$ cat config.mk
export PLATFORM = sky130hd
export DESIGN_NAME = external_interrupt_pins
export DESIGN_NICKNAME = d
export VERILOG_FILES = /design/src/ext_irq_pkg.sv /design/src/request_detector.sv /design/src/event_status.sv /design/src/external_interrupt_pins.sv
export SDC_FILE = /design/constraint.sdc
export NUM_CORES = 1
export LEC_CHECK = 0
export ABC_AREA = 1
export BUFFER_PORTS_ARGS = -buffer_cell sky130_fd_sc_hd__buf_4
export CAP_MARGIN = 20
export CELL_PAD_IN_SITES_DETAIL_PLACEMENT = 1
export CELL_PAD_IN_SITES_GLOBAL_PLACEMENT = 1
export CORE_MARGIN = 1
export CORE_UTILIZATION = 38
export CTS_CLUSTER_DIAMETER = 60
export DETAILED_ROUTE_END_ITERATION = 12
export HOLD_SLACK_MARGIN = 0.15
export PLACE_DENSITY = 0.77
export SYNTH_ARGS = -nofsm -noshare
export SYNTH_HDL_FRONTEND = slang
export SYNTH_SLANG_ARGS = --single-unit
$ cat constraint.sdc
create_clock -name sys_clk -period 1.4 [get_ports sys_clk]
set_clock_uncertainty 0.1 [all_clocks]
set_input_delay 0.14 -clock sys_clk [delete_from_list [all_inputs] [get_ports sys_clk]]
set_output_delay 0.14 -clock sys_clk [all_outputs]
set_load 0.05 [all_outputs]
$ cat src/ext_irq_pkg.sv
/*
 * Constants for the external interrupt pin block: register offsets, bit
 * positions, reset values and event bit layout.
 * Assumes an 8-bit register port with byte-wide offsets.
 */
package ext_irq_pkg;

	////////////////////////////////////////////////////////////////////////
	// bus geometry
	localparam int DATA_W = 8;
	localparam int ADDR_W = 8;

	////////////////////////////////////////////////////////////////////////
	// register offsets
	localparam logic [ADDR_W-1:0] OFS_OPTION         = 8'h00;
	localparam logic [ADDR_W-1:0] OFS_SECOND_OPTION  = 8'h01;
	localparam logic [ADDR_W-1:0] OFS_CONDITION_CODE = 8'h02;
	localparam logic [ADDR_W-1:0] OFS_SERIAL_PERIPH  = 8'h03;
	localparam logic [ADDR_W-1:0] OFS_EVENT_STATUS   = 8'h04;
	localparam logic [ADDR_W-1:0] OFS_EVENT_MASK     = 8'h05;

	////////////////////////////////////////////////////////////////////////
	// field positions
	localparam int MASKABLE_EDGE_BIT       = 5;
	localparam int NONMASKABLE_EDGE_BIT    = 1;
	localparam int NONMASKABLE_MASK_BIT    = 6;
	localparam int MASKABLE_MASK_BIT       = 4;
	localparam int MASKABLE_PIN_LEVEL_BIT    = 1;
	localparam int NONMASKABLE_PIN_LEVEL_BIT = 0;

	////////////////////////////////////////////////////////////////////////
	// reset values
	localparam logic RST_EDGE_MODE      = 1'b0;
	localparam logic RST_MASKABLE_MASK  = 1'b1;
	localparam logic RST_NONMASK_MASK   = 1'b1;
	localparam logic RST_PIN_LEVEL      = 1'b1;
	localparam logic [DATA_W-1:0] RST_EVENT_MASK = 8'h00;

	////////////////////////////////////////////////////////////////////////
	// event status layout
	localparam int EVT_W               = 4;
	localparam int EVT_MASKABLE_FALL   = 0;
	localparam int EVT_NONMASK_FALL    = 1;
	localparam int EVT_MASKABLE_TAKEN  = 2;
	localparam int EVT_NONMASK_TAKEN   = 3;

	localparam int SYNC_STAGES_DEFAULT = 2;

endpackage : ext_irq_pkg

$ cat src/request_detector.sv
/*
 * One request pin: synchroniser, falling-edge detector, pending latch and
 * level/edge trigger selection.
 * Assumes an active-low asynchronous pin pulled high when idle.
 */
`timescale 1ns/1ps

module request_detector #(
	parameter int SYNC_STAGES = ext_irq_pkg::SYNC_STAGES_DEFAULT
) (
	// clock and reset
	input  wire logic sys_clk,
	input  wire logic rstn,
	// pin and control
	input  wire logic pin_n,
	input  wire logic edge_mode,
	input  wire logic take,
	// results
	output logic      pin_level,
	output logic      active,
	output logic      fall_seen
);

	generate
		if (SYNC_STAGES < 2)
		begin : g_bad_stages
			$error("request_detector needs at least two sync stages");
		end
	endgenerate

	logic [SYNC_STAGES-1:0] sync_q;
	logic [SYNC_STAGES-1:0] next_sync_q;
	logic                   last_level;
	logic                   next_last_level;
	logic                   pending;
	logic                   next_pending;

	////////////////////////////////////////////////////////////////////////
	// next state
	always_comb
	begin
		next_sync_q     = {sync_q[SYNC_STAGES-2:0], pin_n};
		next_last_level = sync_q[SYNC_STAGES-1];
		next_pending    = pending;
		if (take || !edge_mode)
			next_pending = 1'b0;
		if (edge_mode && fall_seen)
			next_pending = 1'b1;
	end

	always_ff @(posedge sys_clk or negedge rstn)
	begin
		if (!rstn)
		begin
			sync_q     <= {SYNC_STAGES{ext_irq_pkg::RST_PIN_LEVEL}};
			last_level <= ext_irq_pkg::RST_PIN_LEVEL;
			pending    <= 1'b0;
		end
		else
		begin
			sync_q     <= next_sync_q;
			last_level <= next_last_level;
			pending    <= next_pending;
		end
	end

	////////////////////////////////////////////////////////////////////////
	// outputs
	assign pin_level = sync_q[SYNC_STAGES-1];
	assign fall_seen = last_level && !sync_q[SYNC_STAGES-1];
	assign active    = edge_mode ? pending : !pin_level;

endmodule : request_detector

$ cat src/event_status.sv
/*
 * Sticky event status with read-to-clear, mask register and one level
 * interrupt output.
 * Assumes one-cycle event pulses and a one-cycle read strobe.
 */
`timescale 1ns/1ps

module event_status #(
	parameter int WIDTH = ext_irq_pkg::EVT_W
) (
	// clock and reset
	input  wire logic             sys_clk,
	input  wire logic             rstn,
	// events
	input  wire logic [WIDTH-1:0] set_evt,
	// software side
	input  wire logic             read_clear,
	input  wire logic             mask_wr,
	input  wire logic [WIDTH-1:0] mask_wdata,
	// state
	output logic      [WIDTH-1:0] status,
	output logic      [WIDTH-1:0] mask,
	output logic                  irq
);

	generate
		if (WIDTH < 1 || WIDTH > ext_irq_pkg::DATA_W)
		begin : g_bad_width
			$error("event_status width must fit the data bus");
		end
	endgenerate

	logic [WIDTH-1:0] next_status;
	logic [WIDTH-1:0] next_mask;
	logic             next_irq;

	always_comb
	begin
		// set wins over the read clear
		next_status = (status & ~{WIDTH{read_clear}}) | set_evt;
		next_mask   = mask_wr ? mask_wdata : mask;
		next_irq    = |(next_status & next_mask);
	end

	always_ff @(posedge sys_clk or negedge rstn)
	begin
		if (!rstn)
		begin
			status <= '0;
			mask   <= ext_irq_pkg::RST_EVENT_MASK[WIDTH-1:0];
			irq    <= 1'b0;
		end
		else
		begin
			status <= next_status;
			mask   <= next_mask;
			irq    <= next_irq;
		end
	end

endmodule : event_status

$ cat src/external_interrupt_pins.sv
/*
 * External interrupt request pins: maskable and nonmaskable request
 * inputs with trigger selection, mask bits, pin level readback and a
 * request/take handshake toward the processor core.
 * Assumes one 125 MHz clock, asynchronous active-low pins with external
 * pull-ups, and a register master that keeps strobes one cycle long.
 */
// Our own choices: the address map and the address-and-strobe port.
// Behaviour
// - maskable input selectable falling edge or low level
// - nonmaskable input selectable falling edge or low level
// - both inputs level sensitive after reset
// - level bit reads maskable pin level
// - maskable mask bit blocks maskable requests
// - level bit reads nonmaskable pin level
// - reset sets nonmaskable mask; cleared by software
// - held-low level line reinterrupts once unmasked
`timescale 1ns/1ps

module external_interrupt_pins #(
	parameter int SYNC_STAGES = ext_irq_pkg::SYNC_STAGES_DEFAULT
) (
	// clock and reset
	input  wire logic                           sys_clk,
	input  wire logic                           rstn,
	// request pins, active low
	input  wire logic                           maskable_request_pin_n,
	input  wire logic                           nonmaskable_request_pin_n,
	// register port
	input  wire logic [ext_irq_pkg::ADDR_W-1:0] reg_addr,
	input  wire logic [ext_irq_pkg::DATA_W-1:0] reg_wdata,
	input  wire logic                           reg_wr,
	input  wire logic                           reg_rd,
	output logic      [ext_irq_pkg::DATA_W-1:0] reg_rdata,
	// processor core handshake
	output logic                                maskable_int_req,
	output logic                                nonmaskable_int_req,
	input  wire logic                           maskable_take,
	input  wire logic                           nonmaskable_take,
	// event interrupt
	output logic                                event_irq
);

	localparam int DW = ext_irq_pkg::DATA_W;
	localparam int EW = ext_irq_pkg::EVT_W;

	// the pin path needs two flops before any logic reads it
	generate
		if (SYNC_STAGES < 2)
		begin : g_bad_stages
			$error("external_interrupt_pins needs at least two sync stages");
		end
	endgenerate

	////////////////////////////////////////////////////////////////////////
	// state
	logic          maskable_edge_mode;
	logic          next_maskable_edge_mode;
	logic          nonmaskable_edge_mode;
	logic          next_nonmaskable_edge_mode;
	logic          maskable_mask;
	logic          next_maskable_mask;
	logic          nonmaskable_mask;
	logic          next_nonmaskable_mask;
	logic          next_maskable_int_req;
	logic          next_nonmaskable_int_req;
	logic [DW-1:0] next_reg_rdata;

	////////////////////////////////////////////////////////////////////////
	// detector results
	logic          maskable_level;
	logic          maskable_active;
	logic          maskable_fall;
	logic          nonmaskable_level;
	logic          nonmaskable_active;
	logic          nonmaskable_fall;
	logic          maskable_taken;
	logic          nonmaskable_taken;

	////////////////////////////////////////////////////////////////////////
	// event block wires
	logic [EW-1:0] evt_set;
	logic [EW-1:0] evt_status;
	logic [EW-1:0] evt_mask;
	logic          evt_read_clear;
	logic          evt_mask_wr;

	////////////////////////////////////////////////////////////////////////
	// register decode
	function automatic logic hit(
		input logic                           strobe,
		input logic [ext_irq_pkg::ADDR_W-1:0] addr,
		input logic [ext_irq_pkg::ADDR_W-1:0] ofs
	);
		hit = strobe && (addr == ofs);
	endfunction : hit

	logic wr_option;
	logic wr_second_option;
	logic wr_condition_code;

	assign wr_option         = hit(reg_wr, reg_addr, ext_irq_pkg::OFS_OPTION);
	assign wr_second_option  = hit(reg_wr, reg_addr, ext_irq_pkg::OFS_SECOND_OPTION);
	assign wr_condition_code = hit(reg_wr, reg_addr, ext_irq_pkg::OFS_CONDITION_CODE);
	assign evt_mask_wr       = hit(reg_wr, reg_addr, ext_irq_pkg::OFS_EVENT_MASK);
	assign evt_read_clear    = hit(reg_rd, reg_addr, ext_irq_pkg::OFS_EVENT_STATUS);

	////////////////////////////////////////////////////////////////////////
	// take only counts while the matching request is raised
	assign maskable_taken    = maskable_take && maskable_int_req;
	assign nonmaskable_taken = nonmaskable_take && nonmaskable_int_req;

	////////////////////////////////////////////////////////////////////////
	// pin detectors
	request_detector #(
		.SYNC_STAGES (SYNC_STAGES)
	) u_maskable (
		.sys_clk   (sys_clk),
		.rstn      (rstn),
		.pin_n     (maskable_request_pin_n),
		.edge_mode (maskable_edge_mode),
		.take      (maskable_taken),
		.pin_level (maskable_level),
		.active    (maskable_active),
		.fall_seen (maskable_fall)
	);

	request_detector #(
		.SYNC_STAGES (SYNC_STAGES)
	) u_nonmaskable (
		.sys_clk   (sys_clk),
		.rstn      (rstn),
		.pin_n     (nonmaskable_request_pin_n),
		.edge_mode (nonmaskable_edge_mode),
		.take      (nonmaskable_taken),
		.pin_level (nonmaskable_level),
		.active    (nonmaskable_active),
		.fall_seen (nonmaskable_fall)
	);

	////////////////////////////////////////////////////////////////////////
	// event status and mask
	always_comb
	begin
		evt_set                                   = '0;
		evt_set[ext_irq_pkg::EVT_MASKABLE_FALL]   = maskable_fall;
		evt_set[ext_irq_pkg::EVT_NONMASK_FALL]    = nonmaskable_fall;
		evt_set[ext_irq_pkg::EVT_MASKABLE_TAKEN]  = maskable_taken;
		evt_set[ext_irq_pkg::EVT_NONMASK_TAKEN]   = nonmaskable_taken;
	end

	event_status #(
		.WIDTH (EW)
	) u_events (
		.sys_clk    (sys_clk),
		.rstn       (rstn),
		.set_evt    (evt_set),
		.read_clear (evt_read_clear),
		.mask_wr    (evt_mask_wr),
		.mask_wdata (reg_wdata[EW-1:0]),
		.status     (evt_status),
		.mask       (evt_mask),
		.irq        (event_irq)
	);

	////////////////////////////////////////////////////////////////////////
	// trigger selection
	always_comb
	begin
		next_maskable_edge_mode    = maskable_edge_mode;
		next_nonmaskable_edge_mode = nonmaskable_edge_mode;
		if (wr_option)
			next_maskable_edge_mode = reg_wdata[ext_irq_pkg::MASKABLE_EDGE_BIT];
		if (wr_second_option)
			next_nonmaskable_edge_mode = reg_wdata[ext_irq_pkg::NONMASKABLE_EDGE_BIT];
	end

	always_ff @(posedge sys_clk or negedge rstn)
	begin
		if (!rstn)
		begin
			maskable_edge_mode    <= ext_irq_pkg::RST_EDGE_MODE;
			nonmaskable_edge_mode <= ext_irq_pkg::RST_EDGE_MODE;
		end
		else
		begin
			maskable_edge_mode    <= next_maskable_edge_mode;
			nonmaskable_edge_mode <= next_nonmaskable_edge_mode;
		end
	end

	////////////////////////////////////////////////////////////////////////
	// mask bits
	always_comb
	begin
		next_maskable_mask    = maskable_mask;
		next_nonmaskable_mask = nonmaskable_mask;
		if (wr_condition_code)
		begin
			next_maskable_mask = reg_wdata[ext_irq_pkg::MASKABLE_MASK_BIT];
			// software may clear the nonmaskable mask, never set it
			if (!reg_wdata[ext_irq_pkg::NONMASKABLE_MASK_BIT])
				next_nonmaskable_mask = 1'b0;
		end
		// entering a handler masks further maskable requests;
		// a take in the cycle of a clearing write wins
		if (maskable_taken || nonmaskable_taken)
			next_maskable_mask = 1'b1;
		if (nonmaskable_taken)
			next_nonmaskable_mask = 1'b1;
	end

	always_ff @(posedge sys_clk or negedge rstn)
	begin
		if (!rstn)
		begin
			maskable_mask    <= ext_irq_pkg::RST_MASKABLE_MASK;
			nonmaskable_mask <= ext_irq_pkg::RST_NONMASK_MASK;
		end
		else
		begin
			maskable_mask    <= next_maskable_mask;
			nonmaskable_mask <= next_nonmaskable_mask;
		end
	end

	////////////////////////////////////////////////////////////////////////
	// requests toward the core, gated by the next mask values
	function automatic logic request_next(
		input logic active,
		input logic next_mask,
		input logic taken
	);
		request_next = active && !next_mask && !taken;
	endfunction : request_next

	always_comb
	begin
		next_maskable_int_req    = request_next(maskable_active, next_maskable_mask,
			maskable_taken);
		next_nonmaskable_int_req = request_next(nonmaskable_active, next_nonmaskable_mask,
			nonmaskable_taken);
	end

	always_ff @(posedge sys_clk or negedge rstn)
	begin
		if (!rstn)
		begin
			maskable_int_req    <= 1'b0;
			nonmaskable_int_req <= 1'b0;
		end
		else
		begin
			maskable_int_req    <= next_maskable_int_req;
			nonmaskable_int_req <= next_nonmaskable_int_req;
		end
	end

	////////////////////////////////////////////////////////////////////////
	// read data
	always_comb
	begin
		next_reg_rdata = '0;
		if (reg_rd)
		begin
			case (reg_addr)
				ext_irq_pkg::OFS_OPTION:
					next_reg_rdata[ext_irq_pkg::MASKABLE_EDGE_BIT] = maskable_edge_mode;
				ext_irq_pkg::OFS_SECOND_OPTION:
					next_reg_rdata[ext_irq_pkg::NONMASKABLE_EDGE_BIT] = nonmaskable_edge_mode;
				ext_irq_pkg::OFS_CONDITION_CODE:
				begin
					next_reg_rdata[ext_irq_pkg::MASKABLE_MASK_BIT]    = maskable_mask;
					next_reg_rdata[ext_irq_pkg::NONMASKABLE_MASK_BIT] = nonmaskable_mask;
				end
				ext_irq_pkg::OFS_SERIAL_PERIPH:
				begin
					next_reg_rdata[ext_irq_pkg::MASKABLE_PIN_LEVEL_BIT]    = maskable_level;
					next_reg_rdata[ext_irq_pkg::NONMASKABLE_PIN_LEVEL_BIT] = nonmaskable_level;
				end
				ext_irq_pkg::OFS_EVENT_STATUS:
					next_reg_rdata[EW-1:0] = evt_status;
				ext_irq_pkg::OFS_EVENT_MASK:
					next_reg_rdata[EW-1:0] = evt_mask;
				default:
					next_reg_rdata = '0;
			endcase
		end
	end

	////////////////////////////////////////////////////////////////////////
	// read data register, zero outside the cycle after a read
	always_ff @(posedge sys_clk or negedge rstn)
	begin
		if (!rstn)
			reg_rdata <= '0;
		else
			reg_rdata <= next_reg_rdata;
	end

endmodule : external_interrupt_pins

==> results.yml <==
run_status:
  status: "finished, final reports clean"
floorplanning:
  die_w_um: 61.4
  start_util_pct: 39.9
  io_pins: 35
  core_um2: 3360
  die-height_um: 61.4
  fp.dieArea_um2: 3770
  rows: 21
logic_synthesis:
  syn_avg_cell_area_um2: 9.19
  synthFlopType: "dfrtp_1"
  yosysWarnings: 0
  yosys.cell_types.count: 23
  synth_nets: 170
  async_reset_ff_share_pct: 100
  yosys-top-cells-area: "dfrtp_1, dfstp_2, nand2_1"
  ys_seq_area_share_pct: 56.7
  synth.top_cell.area_share_pct: 41.0
  synth_area_um2: 1340
  synth_area_leader_cell: "dfrtp_1"
  postSynthCellCount: 146
  synth_edf_count: 0
  synth_seq_cells: 30
route:
  drc: 0
  routed_via_density: 4.75
  first_pass_iters: 3
  wl_per_cell_um: 14.8
  drtIter0Drc: 25
  wirelength_mm: 3.80
  ant_nets: 0
  vias: 1217
clocking:
  cts-root-buf: "clkbuf_4"
  clkSinkCount: 30
  cts-buffers-inserted: 5
  path_clk_slew_ps: 90
  cts_tree: "yes"
  clk_path_buf_depth: 2
  cts_htree_levels: 2
  clk_latency_ps: 330
sta:
  fmax_mhz: 719
  fin_ws_ps: 9.96
  post-route-period-util_pct: 99.3
  hold-worst-slack_ps: 152
  fin_crit_ps: 1390
  setup-violations-final: 0
  slew_viol_final: 0
  hold_viol: 0
worst_setup_path:
  crit_family: "buffers and inverters"
  cpMostUsedCell: "nand2_1"
  critPathCaptureType: "register"
  crit_type: "input port to register"
  crit_buf_inv: 3
  crit_fanout: 4
  critPathRequiredTime_ps: 1510
  crit_chain: "buf_4, inv_2, nand2_1, nor2_1, nand3_2, nand2_1, nand2_2, dlygate4sd3_1"
  slowest_delay_ps: 550
  critPathLaunchType: "input port"
  arrival_ps: 1500
  cp_slowest_cell: "dlygate4sd3_1"
global_routing:
  grt_pass1_vias: 1327
  grt_max_degree: 31
  gr-total-overflow: 0
  antenna_found_initial: 0
  grt_pass1_wl_mm: 5.90
  track_usage_pct: 22.1
pwr:
  combPwrFrac_pct: 15.4
  worst_ir_drop_vdd_uv: 720
  pwr-share-seq_pct: 50.8
  leakagePower_nw: 0.999
  powerDensity_nw_per_um2: 956
  swShare_pct: 25.9
  clock_power_share_pct: 33.8
  power.internal_mw: 1.39
  p_switching_uw: 485
final_layout:
  layout-drive-gt1-share_pct: 35.2
  nets: 233
  area_growth_syn_to_layout_pct: 46.3
  fillers: 419
  layout_common_cells: "nand2_1, buf_4, dlygate4sd3_1"
  final_common_cell: "nand2_1"
  antenna_cells: 0
place:
  gp_congestion: 0.771
  portBuffers: 32
  hpwl_mm: 2.42
  dpl_worst_slack_ps: 41.0
job:
  cap_violations: 0
hold_path:
  min_path_type: "input port to register"
-- flip-flops by register name (all words and copies together) (netlist names), 2 cells and up --
name                  flops
u_nonmaskable.sync_q      2
u_maskable.sync_q         2
reg_rdata                 7
u_events.status           4
u_events.mask             4
-- cells in the mapped netlist, types with 4 or more instances --
| cell | number |
|---|---|
| nand2_2 | 4 |
| dfrtp_1 | 22 |
| nand2_1 | 48 |
| inv_1 | 11 |
| dfstp_2 | 8 |
| a21oi_1 | 5 |
| nor2_4 | 4 |
| nand4_1 | 4 |
| nand3_2 | 6 |
| inv_2 | 5 |
| nor2_1 | 15 |
-- power groups by stage --
stage	clock network [mW]	logic, mW	registers, mW
after floorplan	0	0.0946	0.990
after global placement	0	0.226	0.961
after detailed placement	0	0.236	0.966
after CTS	0.650	0.283	0.950
after global routing	0.684	0.318	0.958
final	0.634	0.289	0.952
-- repair_timing --
action / in CTS / in global routing
endpoints found under the setup margin: 0 / 5
hold endpoints to repair: 56 / 1
hold buffers: 23 / 1
gates resized for setup: 0 / 1
buffers inserted: 0 / 3
-- logic make-up (layout without fill, tap and decap cells) --
logic type	count (synthesis)	after routing	synth area share (%)
and+or+nand+nor	87	87	33.5
DFF	30	30	56.7
buffers and inverters	18	82	5.41
AOI/OAI and AO/OA	10	10	4.10
other	1	1	0.280
-- worst reg2reg max path, cell delays in order (launching register included) --
cell and delay, ps:
dfrtp_1 370, nand2_1 70, dlygate4sd3_1 560, a21oi_1 140
-- stage by stage --
step / util, % / power [mW] / area [um^2] / instances / TNS, ps
floorplan: - / 1.08 / 1340 / 146 / 0
global placement: 48.4 / 1.19 / 1630 / 222 / 0
detailed placement: 48.4 / 1.20 / 1630 / 222 / 0
CTS: 57.6 / 1.88 / 1940 / 253 / 0
global route: 58.3 / 1.96 / 1960 / 256 / -51.5
finish: 58.3 / 1.88 / 1960 / 256 / 0
-- worst paths after layout --
check,startpoint,to,slack [ps],depth (start not counted)
setup / recovery,reg_addr[1],u_events.mask[2],10,8
hold / removal,reg_wr,u_events.mask[3],150,4
setup reg to reg,u_events.mask[2],reg_rdata[2],100,3
hold reg to reg,u_maskable.sync_q[0],u_maskable.sync_q[1],260,0
max in group asynchronous,rstn,u_maskable.sync_q[0],710,2
min in group asynchronous,rstn,u_events.mask[1],160,2
-- layer usage --
metal | vias up | track usage, % | part of all wire [%] | wire (um)
li1 | 580 | - | - | -
met1 | 605 | 24.6 | 41 | 1570
met3 | 4 | 8.82 | 4.3 | 165
met5 | - | 0 | 0 | 0
met4 | 0 | 7.30 | 0.87 | 33
met2 | 28 | 38.7 | 53 | 2030
-- layout make-up --
cell class | count | area [um^2] | area share [%]
sequential | 30 | 761 | 38.8
multi-input combinational | 98 | 512 | 26.1
timing repair buffer | 58 | 493 | 25.1
clock buffer | 8 | 78.8 | 4.02
inverter | 16 | 60.1 | 3.06
tap | 46 | 57.6 | 2.93
Note: power is estimated with default switching activity, not from simulation.
